--- src/rtl/snce_pkg.sv ---
package snce_pkg;

    localparam int PC_W = 21;
    localparam int DADDR_W = 12;
    localparam int INSTR_W = 16;
    localparam int STACK_DEPTH = 31;
    localparam int FLAG_W = 5;

    localparam logic [INSTR_W-1:0] OPC_NEG_MASK = 16'hFE00;
    localparam logic [INSTR_W-1:0] OPC_NEG_VAL = 16'h6C00;
    localparam logic [INSTR_W-1:0] OPC_POP = 16'h0006;
    localparam logic [INSTR_W-1:0] OPC_PUSH = 16'h0005;
    localparam logic [INSTR_W-1:0] OPC_CALL_MASK = 16'hF800;
    localparam logic [INSTR_W-1:0] OPC_CALL_VAL = 16'hD800;
    localparam logic [INSTR_W-1:0] OPC_SRST = 16'h00FF;
    localparam logic [INSTR_W-1:0] OPC_IDLE_ZERO = 16'h0000;
    localparam logic [INSTR_W-1:0] OPC_IDLE_MASK = 16'hF000;
    localparam logic [INSTR_W-1:0] OPC_IDLE_VAL = 16'hF000;

    localparam int ACCESS_BIT = 8;
    localparam int CALL_OFS_W = 11;

    localparam logic [7:0] IDX_LIMIT = 8'h5F;
    localparam logic [7:0] ACCESS_SPLIT_STD = 8'h80;
    localparam logic [7:0] ACCESS_SPLIT_EXT = 8'h60;
    localparam logic [3:0] SFR_BANK = 4'hF;
    localparam logic [3:0] LOW_BANK = 4'h0;
    localparam logic [7:0] BSR_KEEP_MASK = 8'h0F;

    localparam logic [PC_W-1:0] PC_STEP = 21'h000002;
    localparam logic [PC_W-1:0] PC_RESET = 21'h000000;
    localparam logic [7:0] BSR_RESET = 8'h00;
    localparam logic [FLAG_W-1:0] FLAGS_RESET = 5'h00;

    localparam int FLAG_C = 0;
    localparam int FLAG_DC = 1;
    localparam int FLAG_Z = 2;
    localparam int FLAG_OV = 3;
    localparam int FLAG_N = 4;

    typedef enum logic [1:0] {PH_Q1, PH_Q2, PH_Q3, PH_Q4} snce_phase_type;

    typedef enum logic [2:0] {
        OP_NONE, OP_IDLE, OP_NEG, OP_POP, OP_PUSH, OP_CALL, OP_SRST, OP_OTHER
    } snce_op_type;

    function automatic snce_op_type snce_decode(input logic [INSTR_W-1:0] w);
        snce_op_type op;
        op = OP_OTHER;
        if (w == OPC_IDLE_ZERO || (w & OPC_IDLE_MASK) == OPC_IDLE_VAL) begin
            op = OP_IDLE;
        end else if ((w & OPC_NEG_MASK) == OPC_NEG_VAL) begin
            op = OP_NEG;
        end else if (w == OPC_POP) begin
            op = OP_POP;
        end else if (w == OPC_PUSH) begin
            op = OP_PUSH;
        end else if ((w & OPC_CALL_MASK) == OPC_CALL_VAL) begin
            op = OP_CALL;
        end else if (w == OPC_SRST) begin
            op = OP_SRST;
        end
        return op;
    endfunction

endpackage

--- src/rtl/snce_ret_stack.sv ---
`timescale 1ns/1ps
`default_nettype none

module snce_ret_stack #(
    parameter int DEPTH = 31,
    parameter int WIDTH = 21
) (
    input wire logic sys_clk_i,
    input wire logic ce_i,
    input wire logic clear_i,
    input wire logic push_i,
    input wire logic pop_i,
    input wire logic [WIDTH-1:0] push_data_i,
    output logic [WIDTH-1:0] stack_top_o,
    output logic [$clog2(DEPTH+1)-1:0] level_o
);

    localparam int LW = $clog2(DEPTH + 1);
    localparam logic [LW-1:0] FULL = LW'(DEPTH);
    localparam logic [LW-1:0] ONE = LW'(1);
    localparam logic [LW-1:0] TWO = LW'(2);

    initial begin
        if (DEPTH < 2 || WIDTH < 1) begin
            $error("snce_ret_stack needs DEPTH of at least 2");
        end
    end

    // Entries below the top; the top itself lives in its own flop so that it can be driven out directly.
    logic [WIDTH-1:0] below_mem [DEPTH-1];
    logic [WIDTH-1:0] top_reg;
    logic [LW-1:0] level_reg;

    always_ff @(posedge sys_clk_i) begin
        if (clear_i) begin
            top_reg <= '0;
            level_reg <= '0;
        end else if (ce_i) begin
            if (push_i) begin
                if (level_reg != '0 && level_reg < FULL) begin
                    below_mem[level_reg - ONE] <= top_reg;
                end
                top_reg <= push_data_i;
                if (level_reg < FULL) begin
                    level_reg <= level_reg + ONE;
                end
            end else if (pop_i) begin
                if (level_reg > ONE) begin
                    top_reg <= below_mem[level_reg - TWO];
                end else begin
                    top_reg <= '0;
                end
                if (level_reg != '0) begin
                    level_reg <= level_reg - ONE;
                end
            end
        end
    end

    assign stack_top_o = top_reg;
    assign level_o = level_reg;

endmodule

`default_nettype wire

--- src/rtl/snce_core.sv ---
// How it works
// - Negate addressed byte, update five flags.
// - Access bit zero selects fixed access bank.
// - Access bit one uses bank select register.
// - Extended mode, operand up to 5Fh indexes.
// - Pop discards stack top in third quarter.
// - After pop, previous entry becomes stack top.
// - Push writes PC plus two, second quarter.
// - Push moves old top one level down, unless the stack is full.
// - Relative call decodes signed 11-bit word offset.
// - Call pushes return address before PC update.
// - Target is PC plus two plus 2n; two cycles.
// - Software reset clears master-clear state from Q2.
// - Bank select upper four bits stay zero.
`timescale 1ns/1ps
`default_nettype none

module snce_core
    import snce_pkg::*;
#(
    parameter int STACK_DEPTH_P = snce_pkg::STACK_DEPTH
) (
    input wire logic sys_clk_i,
    input wire logic sys_rst_i,
    input wire logic ce_i,
    input wire logic [snce_pkg::INSTR_W-1:0] instr_i,
    input wire logic instr_valid_i,
    input wire logic ext_set_en_i,
    input wire logic bsr_load_i,
    input wire logic [7:0] bsr_wdata_i,
    input wire logic [snce_pkg::DADDR_W-1:0] index_base_i,
    input wire logic master_clear_pin_n_i,
    input wire logic [7:0] dmem_rdata_i,
    output logic instr_taken_o,
    output logic foreign_op_o,
    output logic call_flush_o,
    output logic [snce_pkg::DADDR_W-1:0] dmem_addr_o,
    output logic dmem_rd_o,
    output logic dmem_wr_o,
    output logic [7:0] dmem_wdata_o,
    output logic [snce_pkg::FLAG_W-1:0] status_flags_o,
    output logic [7:0] bank_select_o,
    output logic [snce_pkg::PC_W-1:0] pc_o,
    output logic [snce_pkg::PC_W-1:0] stack_top_o,
    output logic [$clog2(STACK_DEPTH_P+1)-1:0] stack_level_o,
    output logic soft_reset_o
);

    import snce_pkg::*;

    initial begin
        if (STACK_DEPTH_P < 2) begin
            $error("snce_core needs a return stack of at least two levels");
        end
    end

    function automatic logic [DADDR_W-1:0] data_addr(
        input logic acc, input logic [7:0] f, input logic [7:0] bank_select_reg,
        input logic ext, input logic [DADDR_W-1:0] base
    );
        logic [DADDR_W-1:0] a;
        a = '0;
        if (acc) begin
            a = {bank_select_reg[3:0], f};
        end else if (ext && f <= IDX_LIMIT) begin
            a = DADDR_W'(base + {4'h0, f});
        end else if (f < (ext ? ACCESS_SPLIT_EXT : ACCESS_SPLIT_STD)) begin
            a = {LOW_BANK, f};
        end else begin
            a = {SFR_BANK, f};
        end
        return a;
    endfunction

    // Two's complement negation with the five affected flags packed in status order.
    function automatic logic [FLAG_W+7:0] negate(input logic [7:0] x);
        logic [7:0] r;
        logic [FLAG_W-1:0] fl;
        r = 8'(~x + 8'h01);
        fl = '0;
        fl[FLAG_N] = r[7];
        fl[FLAG_OV] = (x == 8'h80);
        fl[FLAG_C] = (x == 8'h00);
        fl[FLAG_DC] = (x[3:0] == 4'h0);
        fl[FLAG_Z] = (r == 8'h00);
        return {fl, r};
    endfunction

    // The pin is asynchronous to the core, so it passes two flops; only the second is looked at.
    logic master_clear_pin_meta_reg;
    logic master_clear_pin_sync_reg;

    always_ff @(posedge sys_clk_i) begin
        if (sys_rst_i) begin
            master_clear_pin_meta_reg <= 1'b1;
            master_clear_pin_sync_reg <= 1'b1;
        end else if (ce_i) begin
            master_clear_pin_meta_reg <= master_clear_pin_n_i;
            master_clear_pin_sync_reg <= master_clear_pin_meta_reg;
        end
    end

    snce_phase_type phase_reg;
    snce_op_type op_reg;
    logic [INSTR_W-1:0] instr_reg;
    logic srst_hit;
    logic clear_all;
    logic stack_push;
    logic stack_pop;
    logic [PC_W-1:0] pc_reg;
    logic [PC_W-1:0] pc_plus2;
    logic [PC_W-1:0] call_disp;
    logic [7:0] operand_reg;
    logic [FLAG_W+7:0] neg_res;

    assign srst_hit = ce_i && phase_reg == PH_Q2 && op_reg == OP_SRST;
    // Software reset, the pin and the core reset all land on the same clear path.
    assign clear_all = sys_rst_i || !master_clear_pin_sync_reg || srst_hit;
    assign stack_push = phase_reg == PH_Q2 && (op_reg == OP_PUSH || op_reg == OP_CALL);
    assign stack_pop = phase_reg == PH_Q3 && op_reg == OP_POP;
    assign pc_plus2 = PC_W'(pc_reg + PC_STEP);
    assign call_disp = {{(PC_W-CALL_OFS_W-1){instr_reg[CALL_OFS_W-1]}}, instr_reg[CALL_OFS_W-1:0], 1'b0};
    assign neg_res = negate(operand_reg);

    always_ff @(posedge sys_clk_i) begin
        if (clear_all) begin
            phase_reg <= PH_Q1;
        end else if (ce_i) begin
            unique case (phase_reg)
                PH_Q1: phase_reg <= PH_Q2;
                PH_Q2: phase_reg <= PH_Q3;
                PH_Q3: phase_reg <= PH_Q4;
                PH_Q4: phase_reg <= PH_Q1;
            endcase
        end
    end

    // Decode at the end of Q1; the flush cycle of a call takes no instruction.
    always_ff @(posedge sys_clk_i) begin
        if (clear_all) begin
            op_reg <= OP_NONE;
            instr_reg <= '0;
            instr_taken_o <= 1'b0;
            foreign_op_o <= 1'b0;
        end else if (ce_i) begin
            instr_taken_o <= 1'b0;
            foreign_op_o <= 1'b0;
            if (phase_reg == PH_Q1) begin
                if (instr_valid_i && !call_flush_o) begin
                    op_reg <= snce_decode(instr_i);
                    instr_reg <= instr_i;
                    instr_taken_o <= 1'b1;
                    foreign_op_o <= snce_decode(instr_i) == OP_OTHER;
                end else begin
                    op_reg <= OP_NONE;
                end
            end
        end
    end

    always_ff @(posedge sys_clk_i) begin
        if (clear_all) begin
            dmem_addr_o <= '0;
            dmem_rd_o <= 1'b0;
            dmem_wr_o <= 1'b0;
            dmem_wdata_o <= 8'h00;
            operand_reg <= 8'h00;
        end else if (ce_i) begin
            dmem_rd_o <= 1'b0;
            dmem_wr_o <= 1'b0;
            unique case (phase_reg)
                PH_Q1: begin
                    if (instr_valid_i && !call_flush_o && snce_decode(instr_i) == OP_NEG) begin
                        dmem_addr_o <= data_addr(instr_i[ACCESS_BIT], instr_i[7:0], bank_select_o,
                                                 ext_set_en_i, index_base_i);
                        dmem_rd_o <= 1'b1;
                    end
                end
                PH_Q2: begin
                    if (op_reg == OP_NEG) begin
                        operand_reg <= dmem_rdata_i;
                    end
                end
                PH_Q3: begin
                    if (op_reg == OP_NEG) begin
                        dmem_wdata_o <= neg_res[7:0];
                        dmem_wr_o <= 1'b1;
                    end
                end
                PH_Q4: begin
                end
            endcase
        end
    end

    always_ff @(posedge sys_clk_i) begin
        if (clear_all) begin
            status_flags_o <= FLAGS_RESET;
        end else if (ce_i && phase_reg == PH_Q3 && op_reg == OP_NEG) begin
            status_flags_o <= neg_res[FLAG_W+7:8];
        end
    end

    always_ff @(posedge sys_clk_i) begin
        if (clear_all) begin
            bank_select_o <= BSR_RESET;
        end else if (ce_i && bsr_load_i) begin
            bank_select_o <= bsr_wdata_i & BSR_KEEP_MASK;
        end
    end

    // The PC moves only in Q4, after the Q2 push has already taken the return address.
    always_ff @(posedge sys_clk_i) begin
        if (clear_all) begin
            pc_reg <= PC_RESET;
            call_flush_o <= 1'b0;
        end else if (ce_i && phase_reg == PH_Q4) begin
            call_flush_o <= op_reg == OP_CALL;
            if (op_reg == OP_CALL) begin
                pc_reg <= PC_W'(pc_plus2 + call_disp);
            end else if (op_reg != OP_NONE) begin
                pc_reg <= pc_plus2;
            end
        end
    end

    always_ff @(posedge sys_clk_i) begin
        if (sys_rst_i) begin
            soft_reset_o <= 1'b0;
        end else if (ce_i) begin
            soft_reset_o <= srst_hit;
        end
    end

    assign pc_o = pc_reg;

    snce_ret_stack #(
        .DEPTH(STACK_DEPTH_P),
        .WIDTH(PC_W)
    ) u_stack (
        .sys_clk_i(sys_clk_i),
        .ce_i(ce_i),
        .clear_i(clear_all),
        .push_i(stack_push),
        .pop_i(stack_pop),
        .push_data_i(pc_plus2),
        .stack_top_o(stack_top_o),
        .level_o(stack_level_o)
    );

endmodule

`default_nettype wire

--- config.mk ---
export PLATFORM = sky130hd
export DESIGN_NAME = snce_core
export DESIGN_NICKNAME = d
export VERILOG_FILES = /design/src/rtl/snce_pkg.sv /design/src/rtl/snce_ret_stack.sv /design/src/rtl/snce_core.sv
export SDC_FILE = /design/constraint.sdc
export NUM_CORES = 1
export LEC_CHECK = 0
export BUFFER_PORTS_ARGS = -buffer_cell sky130_fd_sc_hd__buf_2
export CAP_MARGIN = 20
export CORE_MARGIN = 2
export CORE_UTILIZATION = 50
export DETAILED_ROUTE_END_ITERATION = 6
export PLACE_DENSITY = 0.67
export SETUP_SLACK_MARGIN = 0.15
export SLEW_MARGIN = 20
export SYNTH_ARGS = -nofsm -noshare
export SYNTH_HDL_FRONTEND = slang
export SYNTH_SLANG_ARGS = --single-unit
--- constraint.sdc ---
create_clock -name sys_clk_i -period 4.3 [get_ports sys_clk_i]
set_clock_uncertainty 0.2 [all_clocks]
set_input_delay 0.86 -clock sys_clk_i [delete_from_list [all_inputs] [get_ports sys_clk_i]]
set_output_delay 0.86 -clock sys_clk_i [all_outputs]
set_load 0.01 [all_outputs]
==> metrics.log <==
INFO  metric run_status = complete, no violations
INFO  metric global_route.usage.total = 0.2312
INFO  metric final-hold-violation-count = 0
INFO  metric hold_ws = 0.2482 ns
INFO  metric drc = 0
INFO  metric global_route_wire_length_before_repair = approximately 110000 microns
INFO  metric fmax = 0.2589 GHz
INFO  metric die_w = around 250 microns
INFO  metric worstSetupStartpointType = flop
INFO  metric final_setup_slack_of_the_worst_path = approximately 0.44 ns
INFO  metric final.setup.tns = 0 ns
INFO  metric post-layout-total-power = approximately 15 mW
INFO  metric post_cts_resize_count = 0
INFO  metric power.leakage = 10.47 nW
INFO  metric final_net_count = between 2000 and 2500
INFO  metric worst_hold_path_type = in -> reg
INFO  metric synthCells = about 1900
INFO  metric gp_congestion = 0.8404
INFO  metric dp_worst_setup_slack = between 0.3 and 0.4 ns
INFO  metric setup_viol_count_final = 0
INFO  metric irDropWorstVdd = about 440 uV
INFO  metric postCtsSetupBuffers = 0
INFO  metric grt_remaining_overflow = 0
INFO  metric seq_area_frac_synth = 0.6789
INFO  metric htree_num_levels = 3
INFO  metric io_pins = roughly 140
INFO  metric num_rows = between 90 and 100
INFO  metric final_layout_size_suffix_gt1_frac = 0.2705
INFO  metric min_period_over_period = 0.8983
INFO  metric synth.yosys.warnings = 0
INFO  metric place_hpwl = between 40000 and 50000 microns
INFO  metric grt_antenna_before_repair = 0
INFO  metric antenna_cells = 0
INFO  metric fin_crit = just under 4 ns
INFO  metric synthFlopType = edfxtp_1
INFO  metric area.sequential = roughly 0.021 sq mm
INFO  metric ys_seq_elements = ~740
INFO  metric cap_violations = 0
INFO  metric registers.top_by_ff_count = u_stack.below_mem
INFO  metric cts-buffers-inserted = 77
INFO  metric layout_commonest_cell = edfxtp_1
INFO  metric cts_tree = done
INFO  metric number_of_global_route_vias_before_repair = 17760
INFO  metric setup.worst_path.end_class = flop
INFO  metric netlist_area = around 0.031 sq mm
INFO  metric drv_slew = 0
INFO  metric max-clock-path-buffers = 3
INFO  metric cts_root_buf = clkbuf_16
INFO  metric cp.required = 4.65 ns
INFO  metric clk_transition_reported_paths = around 0.06 ns
INFO  metric tritoncts_num_sinks = 737
INFO  metric p_per_cell_area = between 400 and 500 mW/mm^2
INFO  metric synth_enable_flop_cells = between 600 and 700
INFO  metric antenna_left = 0
INFO  metric synthDistinctLibCells = between 70 and 80
INFO  metric worst-endpoint-arrival = approximately 4.2 ns
INFO  metric drt_iter0_markers = between 1500 and 2000
INFO  metric slew_headroom = 0.2534
INFO  metric multiInputGateArea = between 0.009 and 0.01 sq mm
INFO  metric worstMarginPinSlew = ~1.1 ns
INFO  metric buffer_ports.inserted = ~130
INFO  metric core-area = roughly 0.061 sq mm
INFO  metric syn_avg_cell_area = 16.22 sq um
INFO  metric floorplan.die_area = between 0.06 and 0.07 sq mm
INFO  metric grt_setup_unrepaired = no
INFO  metric drtPass1Iterations = 7
INFO  metric starting_density_of_the_core = 0.5045
INFO  metric post_drt_via_cell_ratio = 6.015
INFO  metric area_growth = 14.78%
INFO  metric holdBufCountCts = 0
INFO  metric insertion_delay = around 0.63 ns
INFO  metric grt_max_degree = between 100 and 150
INFO  metric flip_flop_count_of_the_largest_register_after_layout = between 600 and 700
INFO  metric die-height = about 250 microns
INFO  metric ys_async_sr_fraction = 0
INFO  metric dr_total_vias = 17830
INFO  metric layout.filler_cells = ~4700
INFO  metric detail_route.wirelength = 73420 microns
INFO  metric worstPathMaxFanout = 8
INFO  metric top_library_cells_by_usage_in_the_layout_fill_and_taps_aside = edfxtp_1, mux4_2, nor2_1
INFO  metric detail_route.wl_per_cell = about 25 microns
INFO  metric timing_worst_setup_path_type = reg -> reg
metrics by stage:
stage,area [sq um],utilization,instances
4_1_cts,35560,0.5784,2963
3_5_place_dp,33000,0.5368,2823
6_report,35610,0.5791,2964
3_3_place_gp,33000,0.5368,2823
2_1_floorplan,31030,-,1916
5_1_grt,35610,0.5791,2964
worst max-delay path, cell delays in order, from the launching register on:
cell       delay, ns
dfxtp_1         0.47
ha_1            0.31
nand3_1         0.26
nor3_2          0.29
nand2_1         0.13
xnor2_1         0.19
ha_1            0.41
o21ai_0         0.12
a21oi_1         0.22
nor2b_1         0.20
a2111oi_0       0.11
a311oi_1        0.40
mux2i_1         0.26
mux2i_1         0.21
Yosys cell counts (3+ instances only):
cell       number  area (sq um)
or3_1           4         25.02
o31ai_1         3         22.52
a221oi_1        3         26.28
nor3_1         44         220.2
a21oi_1       123         615.6
mux4_2        178          4009
dfxtp_1       107          2142
a22oi_1         6         45.04
o21ai_0        66         330.3
buf_1           5         18.77
inv_1          28         105.1
nor3b_1         4         30.03
and2_1          5         31.28
buf_4          15         112.6
nor2_1        186         698.2
a311oi_1        4         35.03
xnor2_1        29         254.0
o21a_1          6         45.04
nor2b_1         9         56.30
nand2_1       107         401.6
a211oi_2        4         50.05
buf_2          12         60.06
nand3_1        18         90.09
and3_1          6         37.54
o22ai_1        11         68.82
clkbuf_1       53         198.9
a21boi_0        4         30.03
nor4_1          3         18.77
a211oi_1        9         67.56
nand2b_1        7         43.79
nand4_1        17         106.4
nand4b_1        4         35.03
xor2_1         22         192.7
a2111oi_0       3         26.28
ha_1           49         613.1
mux2i_1        27         270.3
a21o_1         17         127.6
a31oi_1         7         43.79
mux2_2         12         135.1
buf_6          16         180.2
edfxtp_1      630         18920
or2_2           8         50.05
per-layer routing:
| layer | track usage | share of wire | vias to the layer above |
|---|---|---|---|
| met5 | 0 | 0 | - |
| met4 | 0.07016 | 0.027 | 0 |
| met3 | 0.04245 | 0.072 | 125 |
| met2 | 0.3829 | 0.49 | 701 |
| met1 | 0.3140 | 0.41 | 9104 |
| li1 | - | - | 7898 |
cell type report:
cell class,instances,area share
Sequential cell,737,0.5918
Clock buffer,101,0.05890
Tap cell,790,0.02776
Multi-Input combinational cell,1049,0.2650
Clock inverter,39,0.01297
Timing Repair Buffer,219,0.04052
Inverter,29,0.003057
final timing paths:
kind	from	end	slack, ns	cells past startpoint
setup reg to reg	pc_o[1]$_SDFFE_PP0P_	pc_o[20]$_SDFFE_PP0P_	0.44	13
hold reg to reg	status_flags_o[4]$_SDFFE_PP0P_	status_flags_o[4]$_SDFFE_PP0P_	0.25	2
hold / removal	sys_rst_i	soft_reset_o$_SDFFE_PP0P_	0.25	2
setup / recovery	pc_o[1]$_SDFFE_PP0P_	pc_o[20]$_SDFFE_PP0P_	0.44	13
report_power, final:
group          leakage, nW  internal, mW  switching, mW
registers             5.36          7.67         0.0161
logic                 3.86        0.0885          0.162
clock network         1.24          3.89           2.75
cell families after synthesis:
| family | after synthesis | share of synthesized area |
|---|---|---|
| buffers and inverters | 130 | 0.02190 |
| multiplexers | 218 | 0.1432 |
| XOR/XNOR | 52 | 0.01492 |
| AO/OA/AOI/OAI | 288 | 0.05635 |
| AND/OR/NAND/NOR | 435 | 0.06357 |
| other | 1 | 0.0001209 |
| flip-flops | 737 | 0.6789 |
| adder cells (fa/ha/maj) | 51 | 0.02106 |
Power figures use the tool's default switching activity.
